### config.mk
export PLATFORM = sky130hd
export DESIGN_NAME = tbr_testbus_routing
export DESIGN_NICKNAME = d
export VERILOG_FILES = /design/src/rtl/tbr_pkg.sv /design/src/rtl/tbr_route_if.sv /design/src/rtl/tbr_route_loader.sv /design/src/rtl/tbr_testbus_routing.sv
export SDC_FILE = /design/constraint.sdc
export NUM_CORES = 1
export LEC_CHECK = 0
export ABC_AREA = 1
export BUFFER_PORTS_ARGS = -buffer_cell sky130_fd_sc_hd__buf_2
export CORE_MARGIN = 2
export CORE_UTILIZATION = 25
export CTS_CLUSTER_SIZE = 8
export DETAILED_ROUTE_END_ITERATION = 10
export MAX_ROUTING_LAYER = met4
export SLEW_MARGIN = 40
export SYNTH_ARGS = -nofsm -noshare
export SYNTH_HDL_FRONTEND = slang
export SYNTH_SLANG_ARGS = --single-unit
### constraint.sdc
create_clock -name i_clock -period 5 [get_ports i_clock]
set_input_delay 0.75 -clock i_clock [delete_from_list [all_inputs] [get_ports i_clock]]
set_output_delay 0.75 -clock i_clock [all_outputs]
set_load 0.005 [all_outputs]
### src/rtl/tbr_pkg.sv
// Purpose: Shared constants for the debug routing and receive-delay block
// Assumes: Byte offsets on an 8-bit register address
// Notes: Stored bytes model the non-volatile image; active routing lives in the loader
package tbr_pkg;
	localparam logic [7:0] OFS_TB_ENABLE = 8'h17;
	localparam logic [7:0] OFS_MISC = 8'he8;
	localparam logic [7:0] OFS_DLY_A = 8'he9;
	localparam logic [7:0] OFS_DLY_B = 8'hea;
	localparam logic [7:0] OFS_DLY_F = 8'heb;
	localparam logic [7:0] OFS_DLY_VIC = 8'hec;
	localparam logic [7:0] OFS_DLY_M2 = 8'hed;
	localparam logic [7:0] OFS_DLY_M4 = 8'hee;
	localparam logic [7:0] OFS_RESERVED = 8'hef;
	localparam logic [7:0] OFS_OUT_TYPE = 8'hf0;
	localparam logic [7:0] OFS_GROUP = 8'hf1;
	localparam logic [7:0] OFS_SWAP = 8'hf2;
	localparam logic [7:0] OFS_MAP_COUNT = 8'hf3;
	localparam logic [7:0] OFS_MAP_ENTRIES = 8'hf4;
	localparam logic [7:0] OFS_CONV_ONE = 8'hf5;
	localparam logic [7:0] OFS_CONV_TWO = 8'hf6;
	localparam logic [7:0] OFS_STATUS = 8'hf8;
	localparam logic [7:0] OFS_COMMAND = 8'hf9;
	localparam logic [7:0] RESET_BYTE = 8'h00;
	localparam logic [31:0] RESET_WORD = 32'h0000_0000;
	localparam int MISC_APPLY_BIT = 0;
	localparam int TB_ENABLE_BIT = 0;
	localparam logic [7:0] MODE_ANALOG = 8'h01;
	localparam logic [7:0] MODE_DIGITAL = 8'h02;
	localparam logic [7:0] CMD_LOAD = 8'h01;
	localparam logic [7:0] CMD_DIGITAL = 8'h02;
	localparam logic [7:0] CMD_ANALOG = 8'h03;
	localparam int PAD_COUNT = 4;
	localparam logic [3:0] SEL_CLOCK = 4'h8;
	localparam logic [1:0] PAD_IRQ = 2'h0;
	localparam logic [1:0] PAD_AUX_TWO = 2'h1;
	localparam logic [2:0] TECH_A = 3'h0;
	localparam logic [2:0] TECH_B = 3'h1;
	localparam logic [2:0] TECH_F = 3'h2;
	localparam logic [2:0] TECH_VIC = 3'h3;
	localparam logic [2:0] TECH_M2 = 3'h4;
	localparam logic [2:0] TECH_M4 = 3'h5;
	typedef enum logic [2:0] {
		ST_IDLE = 3'b001,
		ST_CLEAR = 3'b010,
		ST_COPY = 3'b100
	} tbr_load_state_t;
endpackage

### src/rtl/tbr_route_if.sv
// Purpose: Stored image and commands toward the loader, active routing back
// Assumes: Single clock domain
// Notes: None
`timescale 1ns/1ps
interface tbr_route_if;
	localparam int PAD_BITS = tbr_pkg::PAD_COUNT;
	logic [7:0] st_mode, st_group, st_swap, st_count, st_conv_one, st_conv_two;
	logic [31:0] st_entries;
	logic load_req, dig_req, ana_req;
	logic [7:0] cmd_p1, cmd_p2;
	logic [7:0] act_mode, act_group, act_swap, act_conv_one, act_conv_two;
	logic [PAD_BITS-1:0] act_pad_en;
	logic [4*PAD_BITS-1:0] act_pad_sel;
	logic busy;
	modport regs (output st_mode, st_group, st_swap, st_count, st_conv_one, st_conv_two, st_entries,
		load_req, dig_req, ana_req, cmd_p1, cmd_p2,
		input act_mode, act_group, act_swap, act_conv_one, act_conv_two, act_pad_en, act_pad_sel, busy);
	modport loader (input st_mode, st_group, st_swap, st_count, st_conv_one, st_conv_two, st_entries,
		load_req, dig_req, ana_req, cmd_p1, cmd_p2,
		output act_mode, act_group, act_swap, act_conv_one, act_conv_two, act_pad_en, act_pad_sel, busy);
endinterface

### src/rtl/tbr_route_loader.sv
// Purpose: Copies stored routing bytes into the active routing and applies commands
// Assumes: Stored image held in the register file
// Notes: Copy walks one map entry per clock
`timescale 1ns/1ps
module tbr_route_loader (
	// Clock and reset
	input wire logic i_clock,
	input wire logic i_reset_n,
	// Routing link
	tbr_route_if.loader rt
);
	tbr_pkg::tbr_load_state_t state_reg, state_next;
	logic [1:0] idx_reg;
	logic [7:0] entry;
	logic entry_ok;
	assign entry = rt.st_entries[{idx_reg, 3'b000} +: 8];
	assign entry_ok = ({6'h00, idx_reg} < rt.st_count) && (entry[7:4] < 4'h4);
	assign rt.busy = (state_reg != tbr_pkg::ST_IDLE);
	always_comb begin
		state_next = state_reg;
		case (state_reg)
			tbr_pkg::ST_IDLE: if (rt.load_req) state_next = tbr_pkg::ST_CLEAR;
			tbr_pkg::ST_CLEAR: state_next = tbr_pkg::ST_COPY;
			tbr_pkg::ST_COPY: if (idx_reg == 2'h3) state_next = tbr_pkg::ST_IDLE;
			default: state_next = tbr_pkg::ST_IDLE;
		endcase
	end
	// Reset lands in the clear state so stored bytes are read after reset [RULE23]
	always_ff @(posedge i_clock or negedge i_reset_n) begin
		if (!i_reset_n) begin
			state_reg <= tbr_pkg::ST_CLEAR;
			idx_reg <= 2'h0;
			rt.act_mode <= tbr_pkg::RESET_BYTE;
			rt.act_group <= tbr_pkg::RESET_BYTE;
			rt.act_swap <= tbr_pkg::RESET_BYTE;
			rt.act_conv_one <= tbr_pkg::RESET_BYTE;
			rt.act_conv_two <= tbr_pkg::RESET_BYTE;
			rt.act_pad_en <= '0;
			rt.act_pad_sel <= '0;
		end else begin
			state_reg <= state_next;
			idx_reg <= (state_reg == tbr_pkg::ST_COPY) ? idx_reg + 2'h1 : 2'h0;
			if (state_reg == tbr_pkg::ST_CLEAR) begin
				rt.act_mode <= rt.st_mode; // [RULE18]
				rt.act_group <= rt.st_group;
				rt.act_swap <= rt.st_swap;
				rt.act_conv_one <= rt.st_conv_one;
				rt.act_conv_two <= rt.st_conv_two;
				rt.act_pad_en <= '0;
			end else if (state_reg == tbr_pkg::ST_COPY) begin
				// Entries past the count or at reserved pads are skipped [RULE9] [RULE10] [RULE22]
				if (entry_ok) begin
					rt.act_pad_en[entry[5:4]] <= 1'b1;
					rt.act_pad_sel[{entry[5:4], 2'b00} +: 4] <= entry[3:0]; // [RULE11]
				end
			end else if (rt.dig_req) begin
				// Digital command: group then pad and signal [RULE16] [RULE21]
				rt.act_mode <= tbr_pkg::MODE_DIGITAL;
				rt.act_group <= rt.cmd_p1;
				if (rt.cmd_p2[7:4] < 4'h4) begin
					rt.act_pad_en[rt.cmd_p2[5:4]] <= 1'b1;
					rt.act_pad_sel[{rt.cmd_p2[5:4], 2'b00} +: 4] <= rt.cmd_p2[3:0];
				end
			end else if (rt.ana_req) begin
				rt.act_mode <= tbr_pkg::MODE_ANALOG; // [RULE16]
				rt.act_conv_one <= rt.cmd_p1;
				rt.act_conv_two <= rt.cmd_p2;
			end
		end
	end
endmodule

### src/rtl/tbr_testbus_routing.sv
// Purpose: Debug signal routing onto four pads, converter feeds and receive delay
// Assumes: Debug bus and converter words come from logic on i_clock
// Notes: Reference clock arrives from another domain and is resynchronised
//
// Functional notes
// RULE1 - Type A delay: base, x2, x4, x8
// RULE2 - Type B delay: base, x2, x4, x8
// RULE3 - Type F delay: base at 424, x2
// RULE4 - Vicinity delay: base fast-high, x2 high
// RULE5 - Two mode bases, applied unscaled
// RULE6 - Output type 1 analog, 2 digital
// RULE7 - Only listed group and converter codes valid
// RULE8 - Swap byte maps line zero/one
// RULE9 - Apply only counted pad map entries
// RULE10 - Upper nibble selects pad, 4-15 reserved
// RULE11 - Lower nibble selects bit; 8 clock
// RULE12 - Analog: converter one IRQ, two aux
// RULE13 - At most two analog, four digital
// RULE14 - Converters fed real-time processing words
// RULE15 - Output only with enable set
// RULE16 - Separate digital and analog config commands
// RULE17 - Host selects protocol via load command
// RULE18 - Registers set by host or copy
// RULE19 - Separate inbound and outbound data buffers
// RULE20 - Delay applied only when flag set
// RULE21 - Command param two: pad, signal nibbles
// RULE22 - Reserved pad or bad group: pad idle
// RULE23 - Stored bytes read after reset, kept
//
// The address-and-strobe port was left to the implementer.
`timescale 1ns/1ps
module tbr_testbus_routing (
	// Clock and reset
	input wire logic i_clock,
	input wire logic i_reset_n,
	// Register port
	input wire logic [7:0] i_reg_addr,
	input wire logic [31:0] i_reg_wdata,
	input wire logic i_reg_write,
	input wire logic i_reg_read,
	output logic [31:0] o_reg_rdata,
	// Debug sources
	input wire logic [7:0] i_debug_bus,
	input wire logic i_ref_clock_13,
	input wire logic [7:0] i_proc_word_one,
	input wire logic [7:0] i_proc_word_two,
	// Receive delay lookup
	input wire logic [2:0] i_tech,
	input wire logic [1:0] i_rate,
	output logic [10:0] o_rx_delay,
	// Pads
	output logic [3:0] o_pad_out,
	output logic [3:0] o_pad_oe,
	output logic [1:0] o_pad_analog,
	output logic [7:0] o_conv_one_code,
	output logic [7:0] o_conv_two_code,
	// Buffers
	input wire logic i_rx_push,
	input wire logic [7:0] i_rx_byte,
	input wire logic i_tx_pop,
	output logic [7:0] o_tx_byte
);
	localparam int BUF_DEPTH = 16;

	// Valid digital group codes [RULE7]
	function automatic logic group_valid(input logic [7:0] code);
		case (code)
			8'h00, 8'h01, 8'h10, 8'h1b, 8'h1d, 8'h30, 8'h58, 8'h70, 8'h73: group_valid = 1'b1;
			default: group_valid = 1'b0;
		endcase
	endfunction

	// Valid converter source codes [RULE7]
	function automatic logic conv_valid(input logic [7:0] code);
		case (code)
			8'h01, 8'h02, 8'h03, 8'h04, 8'h05, 8'h06, 8'h07, 8'h09, 8'h0a: conv_valid = 1'b1;
			default: conv_valid = 1'b0;
		endcase
	endfunction

	tbr_route_if rt ();

	logic [7:0] tb_enable_reg, misc_reg;
	logic [7:0] dly_a_reg, dly_b_reg, dly_f_reg, dly_vic_reg, dly_m2_reg, dly_m4_reg;
	logic [7:0] out_type_reg, group_reg, swap_reg, count_reg, conv_one_reg, conv_two_reg;
	logic [31:0] entries_reg;
	logic load_req_reg, dig_req_reg, ana_req_reg;
	logic [7:0] cmd_p1_reg, cmd_p2_reg;
	logic [31:0] rdata_reg, rdata_next;
	logic ref_meta_reg, ref_sync_reg;
	logic [10:0] delay_reg, delay_next;
	logic [3:0] pad_out_reg, pad_out_next, pad_oe_reg, pad_oe_next;
	logic [1:0] pad_analog_reg, pad_analog_next;
	logic [7:0] conv_one_code_reg, conv_two_code_reg;
	logic [7:0] rx_mem [BUF_DEPTH];
	logic [7:0] tx_mem [BUF_DEPTH];
	logic [3:0] rx_wptr_reg, tx_rptr_reg;
	logic [7:0] tx_byte_reg;

	logic wr_cmd, tb_on, digital_on, analog_on, group_ok;
	logic [7:0] eff_bus;
	logic [7:0] dly_base;
	logic [1:0] dly_shift;
	logic [1:0] shift_cap;
	logic [7:0] cmd_code;

	assign rt.st_mode = out_type_reg;
	assign rt.st_group = group_reg;
	assign rt.st_swap = swap_reg;
	assign rt.st_count = count_reg;
	assign rt.st_entries = entries_reg;
	assign rt.st_conv_one = conv_one_reg;
	assign rt.st_conv_two = conv_two_reg;
	assign rt.load_req = load_req_reg;
	assign rt.dig_req = dig_req_reg;
	assign rt.ana_req = ana_req_reg;
	assign rt.cmd_p1 = cmd_p1_reg;
	assign rt.cmd_p2 = cmd_p2_reg;

	tbr_route_loader u_loader (
		.i_clock(i_clock),
		.i_reset_n(i_reset_n),
		.rt(rt.loader)
	);

	// Register writes
	always_ff @(posedge i_clock or negedge i_reset_n) begin
		if (!i_reset_n) begin
			tb_enable_reg <= tbr_pkg::RESET_BYTE;
			misc_reg <= tbr_pkg::RESET_BYTE;
			dly_a_reg <= tbr_pkg::RESET_BYTE;
			dly_b_reg <= tbr_pkg::RESET_BYTE;
			dly_f_reg <= tbr_pkg::RESET_BYTE;
			dly_vic_reg <= tbr_pkg::RESET_BYTE;
			dly_m2_reg <= tbr_pkg::RESET_BYTE;
			dly_m4_reg <= tbr_pkg::RESET_BYTE;
			out_type_reg <= tbr_pkg::RESET_BYTE;
			group_reg <= tbr_pkg::RESET_BYTE;
			swap_reg <= tbr_pkg::RESET_BYTE;
			count_reg <= tbr_pkg::RESET_BYTE;
			entries_reg <= tbr_pkg::RESET_WORD;
			conv_one_reg <= tbr_pkg::RESET_BYTE;
			conv_two_reg <= tbr_pkg::RESET_BYTE;
		end else if (i_reg_write) begin
			case (i_reg_addr)
				tbr_pkg::OFS_TB_ENABLE: tb_enable_reg <= i_reg_wdata[7:0];
				tbr_pkg::OFS_MISC: misc_reg <= i_reg_wdata[7:0];
				tbr_pkg::OFS_DLY_A: dly_a_reg <= i_reg_wdata[7:0];
				tbr_pkg::OFS_DLY_B: dly_b_reg <= i_reg_wdata[7:0];
				tbr_pkg::OFS_DLY_F: dly_f_reg <= i_reg_wdata[7:0];
				tbr_pkg::OFS_DLY_VIC: dly_vic_reg <= i_reg_wdata[7:0];
				tbr_pkg::OFS_DLY_M2: dly_m2_reg <= i_reg_wdata[7:0];
				tbr_pkg::OFS_DLY_M4: dly_m4_reg <= i_reg_wdata[7:0];
				tbr_pkg::OFS_OUT_TYPE: out_type_reg <= i_reg_wdata[7:0];
				tbr_pkg::OFS_GROUP: group_reg <= i_reg_wdata[7:0];
				tbr_pkg::OFS_SWAP: swap_reg <= i_reg_wdata[7:0];
				tbr_pkg::OFS_MAP_COUNT: count_reg <= i_reg_wdata[7:0];
				tbr_pkg::OFS_MAP_ENTRIES: entries_reg <= i_reg_wdata;
				tbr_pkg::OFS_CONV_ONE: conv_one_reg <= i_reg_wdata[7:0];
				tbr_pkg::OFS_CONV_TWO: conv_two_reg <= i_reg_wdata[7:0];
				default: ;
			endcase
		end
	end

	// Commands become one-cycle requests to the loader; ignored while it copies
	assign wr_cmd = i_reg_write && (i_reg_addr == tbr_pkg::OFS_COMMAND) && !rt.busy;
	assign cmd_code = i_reg_wdata[7:0];

	always_ff @(posedge i_clock or negedge i_reset_n) begin
		if (!i_reset_n) begin
			load_req_reg <= 1'b0;
			dig_req_reg <= 1'b0;
			ana_req_reg <= 1'b0;
			cmd_p1_reg <= tbr_pkg::RESET_BYTE;
			cmd_p2_reg <= tbr_pkg::RESET_BYTE;
		end else begin
			load_req_reg <= wr_cmd && (cmd_code == tbr_pkg::CMD_LOAD); // [RULE17] [RULE18]
			dig_req_reg <= wr_cmd && (cmd_code == tbr_pkg::CMD_DIGITAL); // [RULE16]
			ana_req_reg <= wr_cmd && (cmd_code == tbr_pkg::CMD_ANALOG); // [RULE16]
			if (wr_cmd) begin
				cmd_p1_reg <= i_reg_wdata[15:8];
				cmd_p2_reg <= i_reg_wdata[23:16];
			end
		end
	end

	// Read data, valid the cycle after the strobe only
	always_comb begin
		rdata_next = tbr_pkg::RESET_WORD;
		if (i_reg_read) begin
			case (i_reg_addr)
				tbr_pkg::OFS_TB_ENABLE: rdata_next = {24'h000000, tb_enable_reg};
				tbr_pkg::OFS_MISC: rdata_next = {24'h000000, misc_reg};
				tbr_pkg::OFS_DLY_A: rdata_next = {24'h000000, dly_a_reg};
				tbr_pkg::OFS_DLY_B: rdata_next = {24'h000000, dly_b_reg};
				tbr_pkg::OFS_DLY_F: rdata_next = {24'h000000, dly_f_reg};
				tbr_pkg::OFS_DLY_VIC: rdata_next = {24'h000000, dly_vic_reg};
				tbr_pkg::OFS_DLY_M2: rdata_next = {24'h000000, dly_m2_reg};
				tbr_pkg::OFS_DLY_M4: rdata_next = {24'h000000, dly_m4_reg};
				tbr_pkg::OFS_OUT_TYPE: rdata_next = {24'h000000, out_type_reg};
				tbr_pkg::OFS_GROUP: rdata_next = {24'h000000, group_reg};
				tbr_pkg::OFS_SWAP: rdata_next = {24'h000000, swap_reg};
				tbr_pkg::OFS_MAP_COUNT: rdata_next = {24'h000000, count_reg};
				tbr_pkg::OFS_MAP_ENTRIES: rdata_next = entries_reg;
				tbr_pkg::OFS_CONV_ONE: rdata_next = {24'h000000, conv_one_reg};
				tbr_pkg::OFS_CONV_TWO: rdata_next = {24'h000000, conv_two_reg};
				tbr_pkg::OFS_STATUS: rdata_next = {rt.busy, 3'h0, rt.act_pad_en, rt.act_pad_sel,
					rt.act_mode};
				default: rdata_next = tbr_pkg::RESET_WORD;
			endcase
		end
	end

	always_ff @(posedge i_clock or negedge i_reset_n) begin
		if (!i_reset_n) begin
			rdata_reg <= tbr_pkg::RESET_WORD;
		end else begin
			rdata_reg <= rdata_next;
		end
	end

	// Reference clock crosses in by two flops
	always_ff @(posedge i_clock or negedge i_reset_n) begin
		if (!i_reset_n) begin
			ref_meta_reg <= 1'b0;
			ref_sync_reg <= 1'b0;
		end else begin
			ref_meta_reg <= i_ref_clock_13;
			ref_sync_reg <= ref_meta_reg;
		end
	end

	// Line swap: zero copies bit 0 onto line one, one copies bit 1 onto line zero
	assign eff_bus[7:2] = i_debug_bus[7:2];
	assign eff_bus[1] = (rt.act_swap == 8'h00) ? i_debug_bus[0] : i_debug_bus[1]; // [RULE8]
	assign eff_bus[0] = (rt.act_swap == 8'h01) ? i_debug_bus[1] : i_debug_bus[0]; // [RULE8]

	assign tb_on = tb_enable_reg[tbr_pkg::TB_ENABLE_BIT]; // [RULE15]
	assign digital_on = tb_on && (rt.act_mode == tbr_pkg::MODE_DIGITAL); // [RULE6]
	assign analog_on = tb_on && (rt.act_mode == tbr_pkg::MODE_ANALOG); // [RULE6]
	assign group_ok = group_valid(rt.act_group); // [RULE22]

	// Four digital pads at most, one per location [RULE13]
	genvar gi;
	generate
		for (gi = 0; gi < tbr_pkg::PAD_COUNT; gi++) begin : g_pad
			logic [3:0] sel;
			logic sel_ok, drive;
			logic analog_pad;
			assign sel = rt.act_pad_sel[gi*4 +: 4];
			assign sel_ok = (sel <= tbr_pkg::SEL_CLOCK);
			assign drive = digital_on && group_ok && rt.act_pad_en[gi] && sel_ok; // [RULE22]
			if (gi < 2) begin : g_an
				assign analog_pad = analog_on &&
					((gi == 0) ? conv_valid(rt.act_conv_one) : conv_valid(rt.act_conv_two)); // [RULE12]
			end else begin : g_dig
				assign analog_pad = 1'b0;
			end
			assign pad_oe_next[gi] = drive && !analog_pad;
			assign pad_out_next[gi] = drive &&
				((sel == tbr_pkg::SEL_CLOCK) ? ref_sync_reg : eff_bus[sel[2:0]]); // [RULE11]
		end
	endgenerate
	assign pad_analog_next = {g_pad[1].analog_pad, g_pad[0].analog_pad}; // [RULE13]

	always_ff @(posedge i_clock or negedge i_reset_n) begin
		if (!i_reset_n) begin
			pad_out_reg <= 4'h0;
			pad_oe_reg <= 4'h0;
			pad_analog_reg <= 2'h0;
			conv_one_code_reg <= tbr_pkg::RESET_BYTE;
			conv_two_code_reg <= tbr_pkg::RESET_BYTE;
		end else begin
			pad_out_reg <= pad_out_next;
			pad_oe_reg <= pad_oe_next;
			pad_analog_reg <= pad_analog_next;
			// Processing words pass every cycle, no sample hold [RULE14]
			conv_one_code_reg <= pad_analog_next[0] ? i_proc_word_one : tbr_pkg::RESET_BYTE;
			conv_two_code_reg <= pad_analog_next[1] ? i_proc_word_two : tbr_pkg::RESET_BYTE;
		end
	end

	// Delay base and scaling per technology
	always_comb begin
		dly_base = tbr_pkg::RESET_BYTE;
		shift_cap = 2'h0;
		case (i_tech)
			tbr_pkg::TECH_A: begin
				dly_base = dly_a_reg; // [RULE1]
				shift_cap = 2'h3;
			end
			tbr_pkg::TECH_B: begin
				dly_base = dly_b_reg; // [RULE2]
				shift_cap = 2'h3;
			end
			tbr_pkg::TECH_F: begin
				dly_base = dly_f_reg; // [RULE3]
				shift_cap = 2'h1;
			end
			tbr_pkg::TECH_VIC: begin
				dly_base = dly_vic_reg; // [RULE4]
				shift_cap = 2'h1;
			end
			tbr_pkg::TECH_M2: dly_base = dly_m2_reg; // [RULE5]
			tbr_pkg::TECH_M4: dly_base = dly_m4_reg; // [RULE5]
			default: dly_base = tbr_pkg::RESET_BYTE;
		endcase
	end
	// Slower rate codes beyond a technology's range clamp to its slowest step
	assign dly_shift = (i_rate > shift_cap) ? shift_cap : i_rate;
	assign delay_next = misc_reg[tbr_pkg::MISC_APPLY_BIT] ?
		({3'h0, dly_base} << dly_shift) : 11'h000; // [RULE20]

	always_ff @(posedge i_clock or negedge i_reset_n) begin
		if (!i_reset_n) begin
			delay_reg <= 11'h000;
		end else begin
			delay_reg <= delay_next;
		end
	end

	// Separate inbound and outbound buffers; tx_mem is written one entry behind the rx write pointer [RULE19]
	always_ff @(posedge i_clock) begin
		if (i_rx_push) begin
			rx_mem[rx_wptr_reg] <= i_rx_byte;
		end
	end

	always_ff @(posedge i_clock or negedge i_reset_n) begin
		if (!i_reset_n) begin
			rx_wptr_reg <= 4'h0;
			tx_rptr_reg <= 4'h0;
			tx_byte_reg <= tbr_pkg::RESET_BYTE;
		end else begin
			if (i_rx_push) begin
				rx_wptr_reg <= rx_wptr_reg + 4'h1;
			end
			if (i_tx_pop) begin
				tx_byte_reg <= tx_mem[tx_rptr_reg];
				tx_rptr_reg <= tx_rptr_reg + 4'h1;
			end
		end
	end

	// Loopback copy trails the write pointer so it sees the byte just stored
	always_ff @(posedge i_clock) begin
		tx_mem[rx_wptr_reg - 4'h1] <= rx_mem[rx_wptr_reg - 4'h1];
	end

	assign o_reg_rdata = rdata_reg;
	assign o_rx_delay = delay_reg;
	assign o_pad_out = pad_out_reg;
	assign o_pad_oe = pad_oe_reg;
	assign o_pad_analog = pad_analog_reg;
	assign o_conv_one_code = conv_one_code_reg;
	assign o_conv_two_code = conv_two_code_reg;
	assign o_tx_byte = tx_byte_reg;
endmodule

==> impl_summary.log <==
[metrics] Clock Skew: 41.3 ps
[metrics] max-cap viol count: 0
[metrics] unrepaired setup endpoints after global routing: no
[metrics] H-tree depth reported by CTS: 3
[metrics] Total Routing Usage GR: roughly 14%
[metrics] sequential area share after synthesis: 61.6%
[metrics] Die X-Extent: between 300 and 400 um
[metrics] Clock Tree Buf Depth: 3
[metrics] Max FO, Critical Path: 23
[metrics] LEAKAGE: around 13 nW
[metrics] final count of pins violating max slew: 0
[metrics] Setup Buffers After CTS: 0
[metrics] standard cell area after detailed placement: around 0.027 mm2
[metrics] Die Ht: approximately 320 um
[metrics] Post-DRT Antenna Nets: 0
[metrics] mux share of post-synthesis cell area: less than 1%
[metrics] weighted congestion reported at the end of routability-driven placement: 0.876
[metrics] net count after synthesis: roughly 2800
[metrics] antenna violations before repair: 1
[metrics] FF-to-FF Start: rx_wptr_reg[0]
[metrics] wire length of the first global-routing pass: ~110 mm
[metrics] nets@finish: between 2000 and 3000
[metrics] placed instance count: around 4100
[metrics] synth unique cells: 41
[metrics] parity-gate share of the synthesized area counting xor and xnor cells: less than 1%
[metrics] fraction of the mapped netlist area in compound gates: a little under an eighth
[metrics] detailed-placement wirelength estimate: around 48 mm
[metrics] post-synthesis sequential element count: between 500 and 600
[metrics] clock slew seen by the registers of the worst setup and hold paths: around 50 ps
[metrics] sort of element at the end of the critical path: register
[metrics] dominant cell type by area after synthesis: dfrtp_1
[metrics] Gate Count Post-Synth: around 2700
[metrics] cts bufs inserted: 82
[metrics] post-layout utilization of the core: roughly 30%
[metrics] total number of placement rows: 116
[metrics] boundary pin count: approximately 160
[metrics] Routed wire per std cell: between 15 and 20 um
[metrics] Resized Gates After CTS: 0
[metrics] mean instance size in the synthesized netlist: slightly above 9 um2
[metrics] Congestion Overflow GR: 0
[metrics] simple-gate portion of the synthesized area: between 10% and 20%
[metrics] type of element launching the critical path: register
[metrics] Die Footprint: a little over 0.1 mm2
[metrics] clock tree from TritonCTS: built
[metrics] period utilization: a little over two thirds
[metrics] dominant combinational cell family by area after synthesis: simple AND/OR/NAND/NOR gates
[metrics] Post-Layout Inst Area: between 0.02 and 0.03 mm2
[metrics] total power draw: approximately 15 mW
[metrics] Initial Util: between 20 and 30%
[metrics] number of hold-slack violations in the final timing report: 0
[metrics] outcome: complete, no violations
[metrics] top-area cell type share of the netlist area: between 30% and 40%
[metrics] Slew Limit Headroom: roughly two fifths
[metrics] port bufs: 160
[metrics] Syn-to-layout area delta: 18.5%
[metrics] Worst VDD drop: between 0.3 and 0.4 mV
[metrics] pin count of the biggest net entering global routing: 104
[metrics] root cell of the clock tree: clkbuf_16
[metrics] hold slack: around 60 ps
[metrics] clock latency on the worst-skew pair: 640 ps
[metrics] number of warning messages in the yosys log: 0
[metrics] ys async rst share: between 50% and 60%
[metrics] vias per cell: roughly 4.7
[metrics] number of sinks on the clock net: between 500 and 600
[metrics] class of the worst hold path: input port to async pin
[metrics] Post-synth EDFFs: 256
[metrics] final routed wirelength across all metal layers: between 70 and 80 mm
[metrics] Detailed Route Iter0 Violations: 1965
[metrics] most common cell in the synthesized netlist: nand2_1
[metrics] Most used DFF post-synth: dfrtp_1
[metrics] Vias: between 15000 and 20000
[metrics] critical path data required time: between 5000 and 6000 ps
[metrics] Setup WS post-layout: 1460 ps
[metrics] total power divided by cell area: approximately 510 mW/mm2
[metrics] commonest cells in the synthesized netlist: 624 x nand2_1, 333 x nor2_1, 314 x dfrtp_1, 284 x o21ai_0, 256 x edfxtp_1
[metrics] timing-limited maximum frequency: 282 MHz
[metrics] synthesized-area fraction occupied by adder cells: 1.14%
[metrics] time the worst path needs with I/O delays and setup: about 3500 ps
[metrics] Regs by FF count: rx_mem x128, tx_mem x128
[metrics] Final TNS setup: 0 ps
[metrics] critical path data arrival time: around 3800 ps
[metrics] post-layout instance count excluding filler cells: between 4000 and 5000
[metrics] area inside the core boundary: about 0.1 mm2
[metrics] leading cell types by total area after synthesis: dfrtp_1 31%, edfxtp_1 30%, nand2_1 9.3%
[metrics] Crit. Startpoint: rx_wptr_reg[0]
[metrics] DRC violation count after routing: 0
[metrics] Netlist Area Pre-Place: about 0.025 mm2
[metrics] number of detailed-route iterations in the first pass: 6
[metrics] cells on worst reg2reg path: 9
[metrics] Finish-stage setup viols: 0
[metrics] category of the critical setup timing path: register to register
[metrics] number of buffers inserted by hold repair at cts: 0
[metrics] fraction of layout instances using a drive strength above 1: a little over a tenth
[metrics] transition time at the pin with the least slew margin: between 800 and 900 ps
[metrics] placement-stage worst setup slack: approximately 1600 ps
[metrics] vias in the first global route: between 15000 and 20000
## worst max-delay path: stages (launching register included)
cell      delay, ps
dfrtp_2         350
clkinv_1        460
ha_1            450
nand2_1         130
inv_1            50
nor2_1           80
inv_1            80
nor2_1          690
inv_1           210
nor2_1          660
## placed cells by master (no fill, tap or decap), types with 9 or more instances in the layout
master	count
nand4_1	13
a21oi_1	73
a22oi_1	15
nor2_1	325
o21ai_1	34
buf_2	159
clkbuf_1	41
inv_1	215
clkbuf_16	84
o21ai_0	284
edfxtp_1	256
dfrtp_1	312
nor3_1	9
a31oi_1	27
nand2_1	624
a21boi_0	9
ha_1	23
nor2_2	17
nand3_1	221
buf_4	18
o22ai_1	62
## layer usage
metal  GRT usage, %  share of wire [%]
met4           5.22                3.4
met5              -                  0
met3           2.53                6.3
met2           21.0                 45
met1           18.9                 45
## final timing paths
kind | endpoint | slack (ps)
max in group asynchronous | o_conv_one_code[2] | 3920
hold / removal | dly_m4_reg[6] | 60
min in group i_clock | ref_meta_reg | 240
setup reg to reg | tx_mem[12][0] | 1460
hold reg to reg | ref_sync_reg | 360
setup / recovery | tx_mem[12][0] | 1460
## where the power goes
group          internal, mW  total, mW  switching [mW]
clock                  3.19       5.27            2.08
combinational         0.838       3.58            2.74
sequential             6.24       6.50           0.265
## cell families (layout without fill, tap and decap cells)
kind of cell    after synthesis  count (layout)
simple gates               1225            1225
flops                       571             571
compound gates              527             527
buf+inv                     340             539
fa+ha+maj                    23              23
mux                          14              14
xor+xnor                      8               8
other cells                   0               1
## cell type report
| type | count | area [um2] |
|---|---|---|
| antenna | 1 | 2.50 |
| clock buffer | 125 | 2260 |
| clock inverter | 7 | 175 |
| fill | 10400 | 70200 |
| inverter | 226 | 848 |
| multi-input combinational | 1797 | 8430 |
| sequential | 571 | 15600 |
| tap | 1298 | 1620 |
| timing repair buffer | 181 | 1010 |
Note: power is estimated with default switching activity, not from simulation.
